<file path="src/rtl/mdio_pkg.sv">
// constants shared by the motion driver discrete i/o block
package mdio_pkg;
  // register byte offsets
  localparam logic [5:0] CTRL_OFS   = 6'h00;  // mode and polarity bits
  localparam logic [5:0] OUTSEL_OFS = 6'h04;  // function codes, port 1..4
  localparam logic [5:0] PRESET_OFS = 6'h08;  // preset position
  localparam logic [5:0] AREA1_OFS  = 6'h0C;  // zone boundary one
  localparam logic [5:0] AREA2_OFS  = 6'h10;  // zone boundary two
  localparam logic [5:0] SPDIX_OFS  = 6'h14;  // speed table index
  localparam logic [5:0] SPDDAT_OFS = 6'h18;  // speed table entry at index
  localparam logic [5:0] REMOTE_OFS = 6'h1C;  // remote outputs 1..4
  localparam logic [5:0] STATUS_OFS = 6'h20;  // read-only state
  localparam logic [5:0] POS_OFS    = 6'h24;  // read-only command position
  localparam logic [5:0] HSPD_OFS   = 6'h28;  // origin-seek speed
  // control field positions
  localparam int CTRL_PRESET_BIT = 0;  // 1: shared input loads preset
  localparam int CTRL_LSNC_BIT   = 1;  // limits normally closed
  localparam int CTRL_HOMNC_BIT  = 2;  // origin sensor normally closed
  localparam int CTRL_SLTNC_BIT  = 3;  // slit input normally closed
  localparam int CTRL_OT_BIT     = 4;  // overtravel detection enable
  localparam int CTRL_SLIT_BIT   = 5;  // slit detection enable
  // reset values
  localparam logic [5:0]  CTRL_RST   = 6'h00;   // origin-seek mode
  localparam logic [15:0] OUTSEL_RST = 16'h4320; // zone, ready, warn, origin
  localparam logic [15:0] HSPD_RST   = 16'h0100;
  localparam logic [15:0] ACCEL_STEP = 16'h0004; // speed change per cycle
  // assignable output function codes
  localparam logic [3:0] FN_ZONE = 4'h0;
  localparam logic [3:0] FN_TIM  = 4'h1;
  localparam logic [3:0] FN_RDY  = 4'h2;
  localparam logic [3:0] FN_WARN = 4'h3;
  localparam logic [3:0] FN_ORG  = 4'h4;
  localparam logic [3:0] FN_IDX  = 4'h5;
  localparam logic [3:0] FN_REM1 = 4'h6;
  localparam logic [3:0] FN_HEAT = 4'hA;
  localparam logic [3:0] FN_MISS = 4'hB;
  // motion states
  typedef enum logic [1:0] {ST_IDLE, ST_JOG, ST_STOP, ST_HOME} mdio_state_type;
endpackage : mdio_pkg

</file>
<file path="src/rtl/mdio_top.sv">
// motion driver discrete i/o control with wishbone register access
// Notes on behaviour
// - jog inputs run motor in their direction
// - both jog inputs active: decelerate to stop
// - jog speed from selected data number
// - data number change retargets speed live
// - shared input mode chosen, resets to seek
// - rising edge starts origin seek
// - load mode copies preset into position
// - alarm stops motor, drops fault output
// - clear input falling edge clears alarm
// - fatal alarms stay until reset
// - negative limit: origin in seek, polarity shared
// - limits stop jogs only if enabled
// - origin sensor marks origin, polarity set
// - slit refines origin when enabled
// - motion output set; no start while set
// - motion output held while start held
// - four ports each pick one function
// - zone match whenever position in zone
// - equal boundaries: match exact position
//
// The register addresses and the Wishbone register port are this design's own decisions.
`timescale 1ns/1ps
module mdio_top (
  input  wire logic        clk_i,
  input  wire logic        rst_i,
  input  wire logic        wb_cyc_i,
  input  wire logic        wb_stb_i,
  input  wire logic        wb_we_i,
  input  wire logic [5:0]  wb_adr_i,
  input  wire logic [3:0]  wb_sel_i,
  input  wire logic [31:0] wb_dat_i,
  output logic      [31:0] wb_dat_o,
  output logic             wb_ack_o,
  input  wire logic        forward_jog_in_i,
  input  wire logic        reverse_jog_in_i,
  input  wire logic        start_i,          // positioning start level
  input  wire logic        home_preset_i,    // shared seek / load input
  input  wire logic        fault_clear_in_i,
  input  wire logic [5:0]  data_select_bits_i,
  input  wire logic        positive_limit_in_i,
  input  wire logic        negative_limit_in_i,
  input  wire logic        origin_sensor_in_i,
  input  wire logic        slit_in_i,
  input  wire logic        alarm_i,          // resettable alarm event
  input  wire logic        fatal_alarm_i,    // non-resettable alarm event
  input  wire logic        warning_in_i,
  input  wire logic        overheat_in_i,
  input  wire logic        misstep_in_i,
  input  wire logic        excitation_home_i,
  input  wire logic        encoder_index_in_i,
  output logic             step_o,           // one pulse per position step
  output logic             dir_o,            // 1: negative direction
  output logic             move_o,
  output logic             fault_out_o,      // high when healthy
  output logic      [3:0]  assignable_port_o
);
  // registers
  logic [5:0]  ctrl_r;                 // mode and polarity bits
  logic [15:0] outsel_r;               // function code per port
  logic [31:0] preset_r;               // preset position
  logic [31:0] area1_r;                // zone boundary one
  logic [31:0] area2_r;                // zone boundary two
  logic [5:0]  spd_ix_r;               // table index for software
  logic [15:0] spd_tab_r [64];         // speed per data number
  logic [3:0]  remote_r;               // remote output bits
  logic [15:0] hspd_r;                 // origin-seek speed
  // motion state
  mdio_pkg::mdio_state_type state_r, state_nxt;
  logic [15:0] speed_r, speed_nxt;     // present speed
  logic [23:0] acc_r;                  // step phase accumulator
  logic [31:0] pos_r, pos_nxt;         // signed command position
  logic        dir_nxt;
  logic        alarm_r, fatal_r;       // latched alarm classes
  logic        home_set_r;             // origin established
  logic        clr_q_r, hp_q_r;        // previous input samples
  logic        zone_r;                 // zone match flag
  logic        ack_r;

  // byte-lane merge for register writes
  function automatic logic [31:0] wmerge(input logic [31:0] o, input logic [31:0] n,
                                         input logic [3:0] s);
    for (int i = 0; i < 4; i++)
      wmerge[8*i +: 8] = s[i] ? n[8*i +: 8] : o[8*i +: 8];
  endfunction : wmerge

  // inclusive zone test, order of bounds free
  function automatic logic in_zone(input logic [31:0] p, input logic [31:0] a,
                                   input logic [31:0] b);
    logic signed [31:0] lo;
    logic signed [31:0] hi;
    lo = ($signed(a) < $signed(b)) ? $signed(a) : $signed(b);
    hi = ($signed(a) < $signed(b)) ? $signed(b) : $signed(a);
    in_zone = ($signed(p) >= lo) && ($signed(p) <= hi);
  endfunction : in_zone

  // bus decode
  wire bus_req = wb_cyc_i && wb_stb_i && !ack_r;
  wire bus_wr  = bus_req && wb_we_i;
  wire [31:0] wr_ctrl = wmerge({26'h0, ctrl_r}, wb_dat_i, wb_sel_i);
  wire [31:0] wr_out  = wmerge({16'h0, outsel_r}, wb_dat_i, wb_sel_i);
  wire [31:0] wr_spd  = wmerge({16'h0, spd_tab_r[spd_ix_r]}, wb_dat_i, wb_sel_i);
  wire [31:0] wr_hspd = wmerge({16'h0, hspd_r}, wb_dat_i, wb_sel_i);
  // input qualification by polarity
  wire plim_act = positive_limit_in_i ^ ctrl_r[mdio_pkg::CTRL_LSNC_BIT];
  wire nlim_act = negative_limit_in_i ^ ctrl_r[mdio_pkg::CTRL_LSNC_BIT];
  wire org_act  = origin_sensor_in_i ^ ctrl_r[mdio_pkg::CTRL_HOMNC_BIT];
  wire slit_act = slit_in_i ^ ctrl_r[mdio_pkg::CTRL_SLTNC_BIT];
  wire slit_ok  = !ctrl_r[mdio_pkg::CTRL_SLIT_BIT] || slit_act;
  wire origin_hit = (org_act && slit_ok) || nlim_act;
  wire ot_en     = ctrl_r[mdio_pkg::CTRL_OT_BIT];
  wire ot_hit    = ot_en && (dir_o ? nlim_act : plim_act);
  // events
  wire clr_fall  = clr_q_r && !fault_clear_in_i;
  wire hp_rise   = home_preset_i && !hp_q_r;
  wire load_mode = ctrl_r[mdio_pkg::CTRL_PRESET_BIT];
  wire alarm_nxt = alarm_i || (alarm_r && !clr_fall);
  wire fatal_nxt = fatal_alarm_i || fatal_r;
  wire alarm_any = alarm_i || fatal_alarm_i || alarm_r || fatal_r;
  wire jog_any   = forward_jog_in_i || reverse_jog_in_i;
  wire jog_both  = forward_jog_in_i && reverse_jog_in_i;
  wire can_start = (state_r == mdio_pkg::ST_IDLE) && !move_o && !alarm_any;
  wire [15:0] jog_spd = spd_tab_r[data_select_bits_i];
  wire [24:0] acc_sum = {1'b0, acc_r} + {9'h000, speed_r};
  wire        step_now = acc_sum[24];
  wire moving_nxt = (state_nxt != mdio_pkg::ST_IDLE) || start_i;
  wire ready_nxt = (state_nxt == mdio_pkg::ST_IDLE) && !alarm_nxt && !fatal_nxt
                   && !jog_any && !start_i && !home_preset_i;
  wire org_reached = home_set_r && (pos_r == 32'h0000_0000)
                     && (state_r == mdio_pkg::ST_IDLE);
  wire [11:0] fn_val = {misstep_in_i, overheat_in_i, remote_r, encoder_index_in_i,
                        org_reached, warning_in_i, ready_nxt, excitation_home_i,
                        zone_r};

  // motion state machine and speed target
  always_comb
  begin
    state_nxt = state_r;
    speed_nxt = speed_r;
    dir_nxt   = dir_o;
    unique case (state_r)
      mdio_pkg::ST_IDLE:
      begin
        speed_nxt = 16'h0000;
        if (can_start && jog_any && !jog_both)
        begin
          state_nxt = mdio_pkg::ST_JOG;
          dir_nxt   = reverse_jog_in_i;
        end
        else if (can_start && hp_rise && !load_mode)
        begin
          state_nxt = mdio_pkg::ST_HOME;
          dir_nxt   = 1'b1;
        end
      end
      mdio_pkg::ST_JOG:
      begin
        if (jog_both || !jog_any)
          state_nxt = mdio_pkg::ST_STOP;
        else if (ot_hit)
        begin
          state_nxt = mdio_pkg::ST_IDLE;
          speed_nxt = 16'h0000;
        end
        else if (speed_r < jog_spd)
          speed_nxt = (jog_spd - speed_r > mdio_pkg::ACCEL_STEP) ?
                      speed_r + mdio_pkg::ACCEL_STEP : jog_spd;
        else
          speed_nxt = (speed_r - jog_spd > mdio_pkg::ACCEL_STEP) ?
                      speed_r - mdio_pkg::ACCEL_STEP : jog_spd;
      end
      mdio_pkg::ST_STOP:
      begin
        speed_nxt = (speed_r > mdio_pkg::ACCEL_STEP) ?
                    speed_r - mdio_pkg::ACCEL_STEP : 16'h0000;
        if (speed_r == 16'h0000)
          state_nxt = mdio_pkg::ST_IDLE;
      end
      mdio_pkg::ST_HOME:
      begin
        speed_nxt = hspd_r;
        if (origin_hit)
        begin
          state_nxt = mdio_pkg::ST_IDLE;
          speed_nxt = 16'h0000;
        end
      end
    endcase
    if (alarm_any)
    begin
      state_nxt = mdio_pkg::ST_IDLE;
      speed_nxt = 16'h0000;
    end
  end

  // position: origin clears, load copies preset, else steps
  always_comb
  begin
    pos_nxt = pos_r;
    if (state_r == mdio_pkg::ST_HOME && origin_hit)
      pos_nxt = 32'h0000_0000;
    else if (hp_rise && load_mode)
      pos_nxt = preset_r;
    else if (step_now)
      pos_nxt = dir_o ? pos_r - 32'h0000_0001 : pos_r + 32'h0000_0001;
  end

  // motion registers and alarm latches
  always_ff @(posedge clk_i)
  begin
    if (rst_i)
    begin
      state_r <= mdio_pkg::ST_IDLE;
      speed_r <= 16'h0000;
      acc_r   <= 24'h00_0000;
      pos_r   <= 32'h0000_0000;
      dir_o   <= 1'b0;
      step_o  <= 1'b0;
      alarm_r <= 1'b0;
      fatal_r <= 1'b0;
      home_set_r  <= 1'b0;
      clr_q_r     <= 1'b0;
      hp_q_r      <= 1'b0;
      move_o      <= 1'b0;
      fault_out_o <= 1'b1;
      zone_r      <= 1'b0;
    end
    else
    begin
      state_r <= state_nxt;
      speed_r <= speed_nxt;
      acc_r   <= acc_sum[23:0];
      pos_r   <= pos_nxt;
      dir_o   <= dir_nxt;
      step_o  <= step_now;
      alarm_r <= alarm_nxt;
      fatal_r <= fatal_nxt;
      home_set_r  <= home_set_r || (state_r == mdio_pkg::ST_HOME && origin_hit)
                     || (hp_rise && load_mode);
      clr_q_r     <= fault_clear_in_i;
      hp_q_r      <= home_preset_i;
      move_o      <= moving_nxt;
      fault_out_o <= !(alarm_nxt || fatal_nxt);
      zone_r      <= in_zone(pos_r, area1_r, area2_r);
    end
  end

  // assignable ports select one status function each
  always_ff @(posedge clk_i)
  begin
    for (int k = 0; k < 4; k++)
      if (rst_i)
        assignable_port_o[k] <= 1'b0;
      else if (outsel_r[4*k +: 4] <= mdio_pkg::FN_MISS)
        assignable_port_o[k] <= fn_val[outsel_r[4*k +: 4]];
      else
        assignable_port_o[k] <= 1'b0;
  end

  // register writes and bus acknowledge
  always_ff @(posedge clk_i)
  begin
    if (rst_i)
    begin
      ctrl_r   <= mdio_pkg::CTRL_RST;
      outsel_r <= mdio_pkg::OUTSEL_RST;
      preset_r <= 32'h0000_0000;
      area1_r  <= 32'h0000_0000;
      area2_r  <= 32'h0000_0000;
      spd_ix_r <= 6'h00;
      remote_r <= 4'h0;
      hspd_r   <= mdio_pkg::HSPD_RST;
      ack_r    <= 1'b0;
      for (int j = 0; j < 64; j++)
        spd_tab_r[j] <= 16'h0000;
    end
    else
    begin
      ack_r <= bus_req;
      if (bus_wr)
        unique case (wb_adr_i)
          mdio_pkg::CTRL_OFS:   ctrl_r   <= wr_ctrl[5:0];
          mdio_pkg::OUTSEL_OFS: outsel_r <= wr_out[15:0];
          mdio_pkg::PRESET_OFS: preset_r <= wmerge(preset_r, wb_dat_i, wb_sel_i);
          mdio_pkg::AREA1_OFS:  area1_r  <= wmerge(area1_r, wb_dat_i, wb_sel_i);
          mdio_pkg::AREA2_OFS:  area2_r  <= wmerge(area2_r, wb_dat_i, wb_sel_i);
          mdio_pkg::SPDIX_OFS:  if (wb_sel_i[0]) spd_ix_r <= wb_dat_i[5:0];
          mdio_pkg::SPDDAT_OFS: spd_tab_r[spd_ix_r] <= wr_spd[15:0];
          mdio_pkg::REMOTE_OFS: if (wb_sel_i[0]) remote_r <= wb_dat_i[3:0];
          mdio_pkg::HSPD_OFS:   hspd_r <= wr_hspd[15:0];
          default:              ;
        endcase
    end
  end

  // read data mux, unmapped reads return zero
  wire [31:0] status_w = {22'h0, state_r, zone_r, home_set_r, fatal_r, alarm_r,
                          fault_out_o, move_o, step_o, dir_o};
  wire [31:0] rd_mux =
    (wb_adr_i == mdio_pkg::CTRL_OFS)   ? {26'h0, ctrl_r} :
    (wb_adr_i == mdio_pkg::OUTSEL_OFS) ? {16'h0, outsel_r} :
    (wb_adr_i == mdio_pkg::PRESET_OFS) ? preset_r :
    (wb_adr_i == mdio_pkg::AREA1_OFS)  ? area1_r :
    (wb_adr_i == mdio_pkg::AREA2_OFS)  ? area2_r :
    (wb_adr_i == mdio_pkg::SPDIX_OFS)  ? {26'h0, spd_ix_r} :
    (wb_adr_i == mdio_pkg::SPDDAT_OFS) ? {16'h0, spd_tab_r[spd_ix_r]} :
    (wb_adr_i == mdio_pkg::REMOTE_OFS) ? {28'h0, remote_r} :
    (wb_adr_i == mdio_pkg::STATUS_OFS) ? status_w :
    (wb_adr_i == mdio_pkg::POS_OFS)    ? pos_r :
    (wb_adr_i == mdio_pkg::HSPD_OFS)   ? {16'h0, hspd_r} : 32'h0000_0000;

  // registered read data and ack
  always_ff @(posedge clk_i)
  begin
    if (rst_i)
    begin
      wb_dat_o <= 32'h0000_0000;
      wb_ack_o <= 1'b0;
    end
    else
    begin
      wb_dat_o <= bus_req ? rd_mux : 32'h0000_0000;
      wb_ack_o <= bus_req;
    end
  end

  // cycles spent in the stop state, bounds the release ramp for the checks
  logic [14:0] stop_cnt_r;
  always_ff @(posedge clk_i)
    stop_cnt_r <= (rst_i || state_r != mdio_pkg::ST_STOP) ? 15'h0000 : stop_cnt_r + 15'h0001;
endmodule : mdio_top

</file>
<file path="config.mk">
export PLATFORM = sky130hd
export DESIGN_NAME = mdio_top
export DESIGN_NICKNAME = d
export VERILOG_FILES = /design/src/rtl/mdio_pkg.sv /design/src/rtl/mdio_top.sv
export SDC_FILE = /design/constraint.sdc
export NUM_CORES = 2
export LEC_CHECK = 0
export BUFFER_PORTS_ARGS = -buffer_cell sky130_fd_sc_hd__buf_2
export CORE_MARGIN = 2
export CORE_UTILIZATION = 58
export CTS_CLUSTER_SIZE = 28
export DETAILED_ROUTE_END_ITERATION = 8
export PLACE_DENSITY = 0.82
export SLEW_MARGIN = 40
export SYNTH_ARGS = -nofsm -noshare
export SYNTH_HDL_FRONTEND = slang
export SYNTH_SLANG_ARGS = --single-unit
</file>
<file path="constraint.sdc">
create_clock -name clk_i -period 6.65 [get_ports clk_i]
set_clock_uncertainty 0.1 [all_clocks]
set_input_delay 0.665 -clock clk_i [delete_from_list [all_inputs] [get_ports clk_i]]
set_output_delay 0.665 -clock clk_i [all_outputs]
set_load 0.01 [all_outputs]
</file>
==> out/results.txt <==
Worst slew margin: 38.3%
Placer congestion estimate: 1.05
CTS H-Tree Depth: 4
Final Cycle Share: 94.4%
Setup Fix Bufs, Post-CTS: 0
Avg WL per Cell: 31.7 um
Vias per std cell: 7.30
Number of I/O port buffers: 109
Worst-path clk slew: 0.07 ns
Area Overhead vs Synth: 10.5%
Cell row count: 128
Peak supply drop: 0.304 mV
Final net count: 5882
Grt ovf: 0
Non-Filler Instances: 7378
DRC errors left: 0
Vias in the first global route: 52249
Warnings, synthesis: 0
Max-slew violations: 0
CP Class: reg -> reg
Root buffer cell: clkbuf_16
Seq/Total Area, Yosys: 50.8%
Setup TNS: 0 ns
Die Wd: 354 um
Post-route ant nets: 0
Power consumption: 18.7 mW
# IOs: 110
CTS Buf Count: 137
Clock latency on the worst-skew pair: 0.78 ns
CTS Sinks: 1295
Slew @ Worst Pin: 0.926 ns
Share of layout cells above drive strength 1: 22.9%
CP Capture Type: flip-flop
Vias: 53830
Chip height: 354 um
RSZ-0062 raised after global routing: no
Cells after synthesis: 5625
Worst R2R Path Depth: 20
CP arrival: 6.85 ns
Hold WC Path Type: in -> reg
Leakage: 27.4 nW
Core Footprint: 122000 um2
Largest net degree at the start of global routing: 161
EDFF count, synth: 1024
Endpoints failing hold: 0
Final setup violation count: 0
Fmax: 159 MHz
PD cells: 238 nW/um2
Period minus WS final: 6.28 ns
Die area: 126000 um2
DRT Pass-1 Iters: 9
Hold Path Depth: 3
Status: complete, no violations
Detailed Route Iter0 Violations: 9999
Fraction of registers with async set/reset: 0%
Synthesized area per cell: 12.7 um2
Initial antenna violation count: 38
Fillers: 8419
Overall routed net length: 234000 um
Cell Area, Synth: 71200 um2
DP Wirelength: 154000 um
Yosys cell types: 82
Startpoint Class: flip-flop
Max-Cap Viols: 0
Crit Path Max Fanout: 19
GRT Total Usage: 37.0%
First-pass GRT wire length: 344000 um
Worst endpoint required time: 7.23 ns
CTS tree: built
Clock Tree Buf Depth: 3
Initial Utilization: 58.5%
Synth Flop Type: edfxtp_1
# placed instances: 7114
Synthesized Nets: 5876
Yosys reg bits: 1295
cell usage in the layout, fill, tap and decap left out, drive strengths merged, types with 17 or more instances in the layout:
| cell | synthesis | routed |
|---|---|---|
| or3 | 18 | 18 |
| mux2i | 156 | 156 |
| nand2b | 97 | 97 |
| nor2 | 1253 | 1253 |
| edfxtp | 1024 | 1024 |
| xnor2 | 49 | 49 |
| clkbuf | 255 | 168 |
| and3 | 19 | 19 |
| nor2b | 25 | 25 |
| xor2 | 18 | 18 |
| o21ai | 115 | 115 |
| nor4 | 17 | 17 |
| a21oi | 238 | 238 |
| a221oi | 18 | 18 |
| a222oi | 30 | 30 |
| nand2 | 382 | 382 |
| nor3 | 47 | 47 |
| buf | 192 | 312 |
| ha | 179 | 179 |
| mux4 | 673 | 673 |
| a211oi | 36 | 36 |
| inv | 96 | 106 |
| nand3 | 87 | 87 |
| a31oi | 24 | 24 |
| dfxtp | 271 | 271 |
| diode | 0 | 17 |
| a22oi | 25 | 25 |
| clkinv | 0 | 49 |
| a21o | 51 | 51 |
| nand4 | 32 | 32 |
per-layer routing:
| metal | GRT usage [%] | vias to the layer above | share of wire [%] |
|---|---|---|---|
| met4 | 21.9 | 38 | 7.5 |
| met3 | 11.6 | 1164 | 14 |
| met1 | 45.1 | 26174 | 32 |
| li1 | - | 21341 | - |
| met5 | 0.679 | - | 0.18 |
| met2 | 58.0 | 5113 | 46 |
per-stage QoR:
step,hold WS (ns),setup slack (ns),area (um2),util [%]
finish,0.0678,0.375,78600,64.6
floorplan,0.344,0.304,71200,-
global route,0.0803,0.0314,78600,64.6
CTS,0.0412,0.411,78400,64.4
global placement,0.363,0.188,73800,60.7
detailed placement,0.366,0.127,74000,60.8
cell usage after synthesis, types with 6 or more instances:
library cell	n	area share [%]
inv_1	96	0.51
or2_2	11	0.097
a211o_1	6	0.074
nor3b_1	14	0.15
xor2_1	18	0.22
o21a_1	16	0.17
nand3b_1	13	0.14
a221oi_1	14	0.17
and2_1	7	0.062
buf_2	144	1.0
buf_1	47	0.25
o211ai_1	16	0.17
nor3_1	46	0.32
a311oi_1	9	0.11
a22oi_1	25	0.26
o31ai_1	7	0.074
dfxtp_1	271	7.6
o21ai_1	10	0.070
o21ai_0	105	0.74
mux2i_1	140	2.0
nor2b_1	25	0.22
o31a_1	8	0.098
mux2i_4	14	0.44
nand4_1	32	0.28
nand2_1	382	2.0
xnor2_1	49	0.60
a31oi_1	24	0.21
o21bai_1	9	0.095
nor2_1	1253	6.6
a21o_1	51	0.54
ha_1	179	3.1
edfxtp_1	1024	43
mux4_2	673	21
a211oi_1	36	0.38
nor4_1	16	0.14
mux2_2	12	0.19
a222oi_1	30	0.42
or3_1	18	0.16
a21oi_1	237	1.7
nand2b_1	97	0.85
and3_1	19	0.17
nand3_1	87	0.61
clkbuf_1	255	1.3
critical path: stages (launching register included):
cell	delay [ns]
dfxtp_1	0.41
inv_1	0.07
ha_1	0.39
nand4_1	0.18
nor3_1	0.40
nand2_1	0.19
o41ai_2	0.71
mux2i_4	0.71
buf_12	0.27
mux2i_1	0.10
ha_1	0.30
nand4_1	0.15
or2_2	0.33
nor3_1	0.48
inv_1	0.08
nor3_1	0.35
o21ai_0	0.14
a21oi_1	0.34
or3_1	0.19
o311ai_0	0.14
o211a_1	0.17
registers in the layout, summed over array words and instances, names as in the netlist, 2 cells and up, named ones only:
register           count
area2_r               32
state_r                2
remote_r               4
spd_tab_r           1024
ctrl_r                 6
assignable_port_o      4
hspd_r                16
acc_r                 24
outsel_r              16
speed_r               16
area1_r               32
spd_ix_r               6
wb_dat_o              32
pos_r                 32
preset_r              32
worst paths after layout:
path                     start      endpoint  slack, ns
setup / recovery   area2_r[31]        zone_r       0.37
hold / removal    wb_dat_i[21]  preset_r[21]       0.07
setup reg to reg   area2_r[31]        zone_r       0.37
hold reg to reg    preset_r[1]      pos_r[1]       0.38
where the power goes:
group,switching [mW],internal [mW],total (mW),leakage (nW)
combinational,1.12,0.686,1.80,12.5
sequential,0.164,8.94,9.11,12.7
clock,3.43,4.36,7.79,2.17
total,4.71,14.0,18.7,27.4
final cells by class:
class	instances	area, um2	share of cell area (%)
timing repair buffer	314	2520	3.20
sequential	1295	36200	46.0
multi-input combinational	3787	33000	42.0
antenna	17	42.5	0.0541
clock inverter	77	823	1.05
tap	1625	2030	2.59
clock buffer	167	3630	4.61
inverter	96	360	0.458
cells by family after synthesis:
kind of cell	Yosys count	share of synthesized area, %
compound gates	658	5.98
xor+xnor	67	0.825
fa+ha+maj	182	3.23
buf+inv	543	3.13
flops	1295	50.8
mux	841	23.9
simple gates	2039	12.1
what timing repair did:
item	4_1_cts	5_1_grt
resized for setup	0	0
hold endpoints to repair	1	0
hold buffers	1	0
No activity file was read; power rests on OpenSTA's default activity.
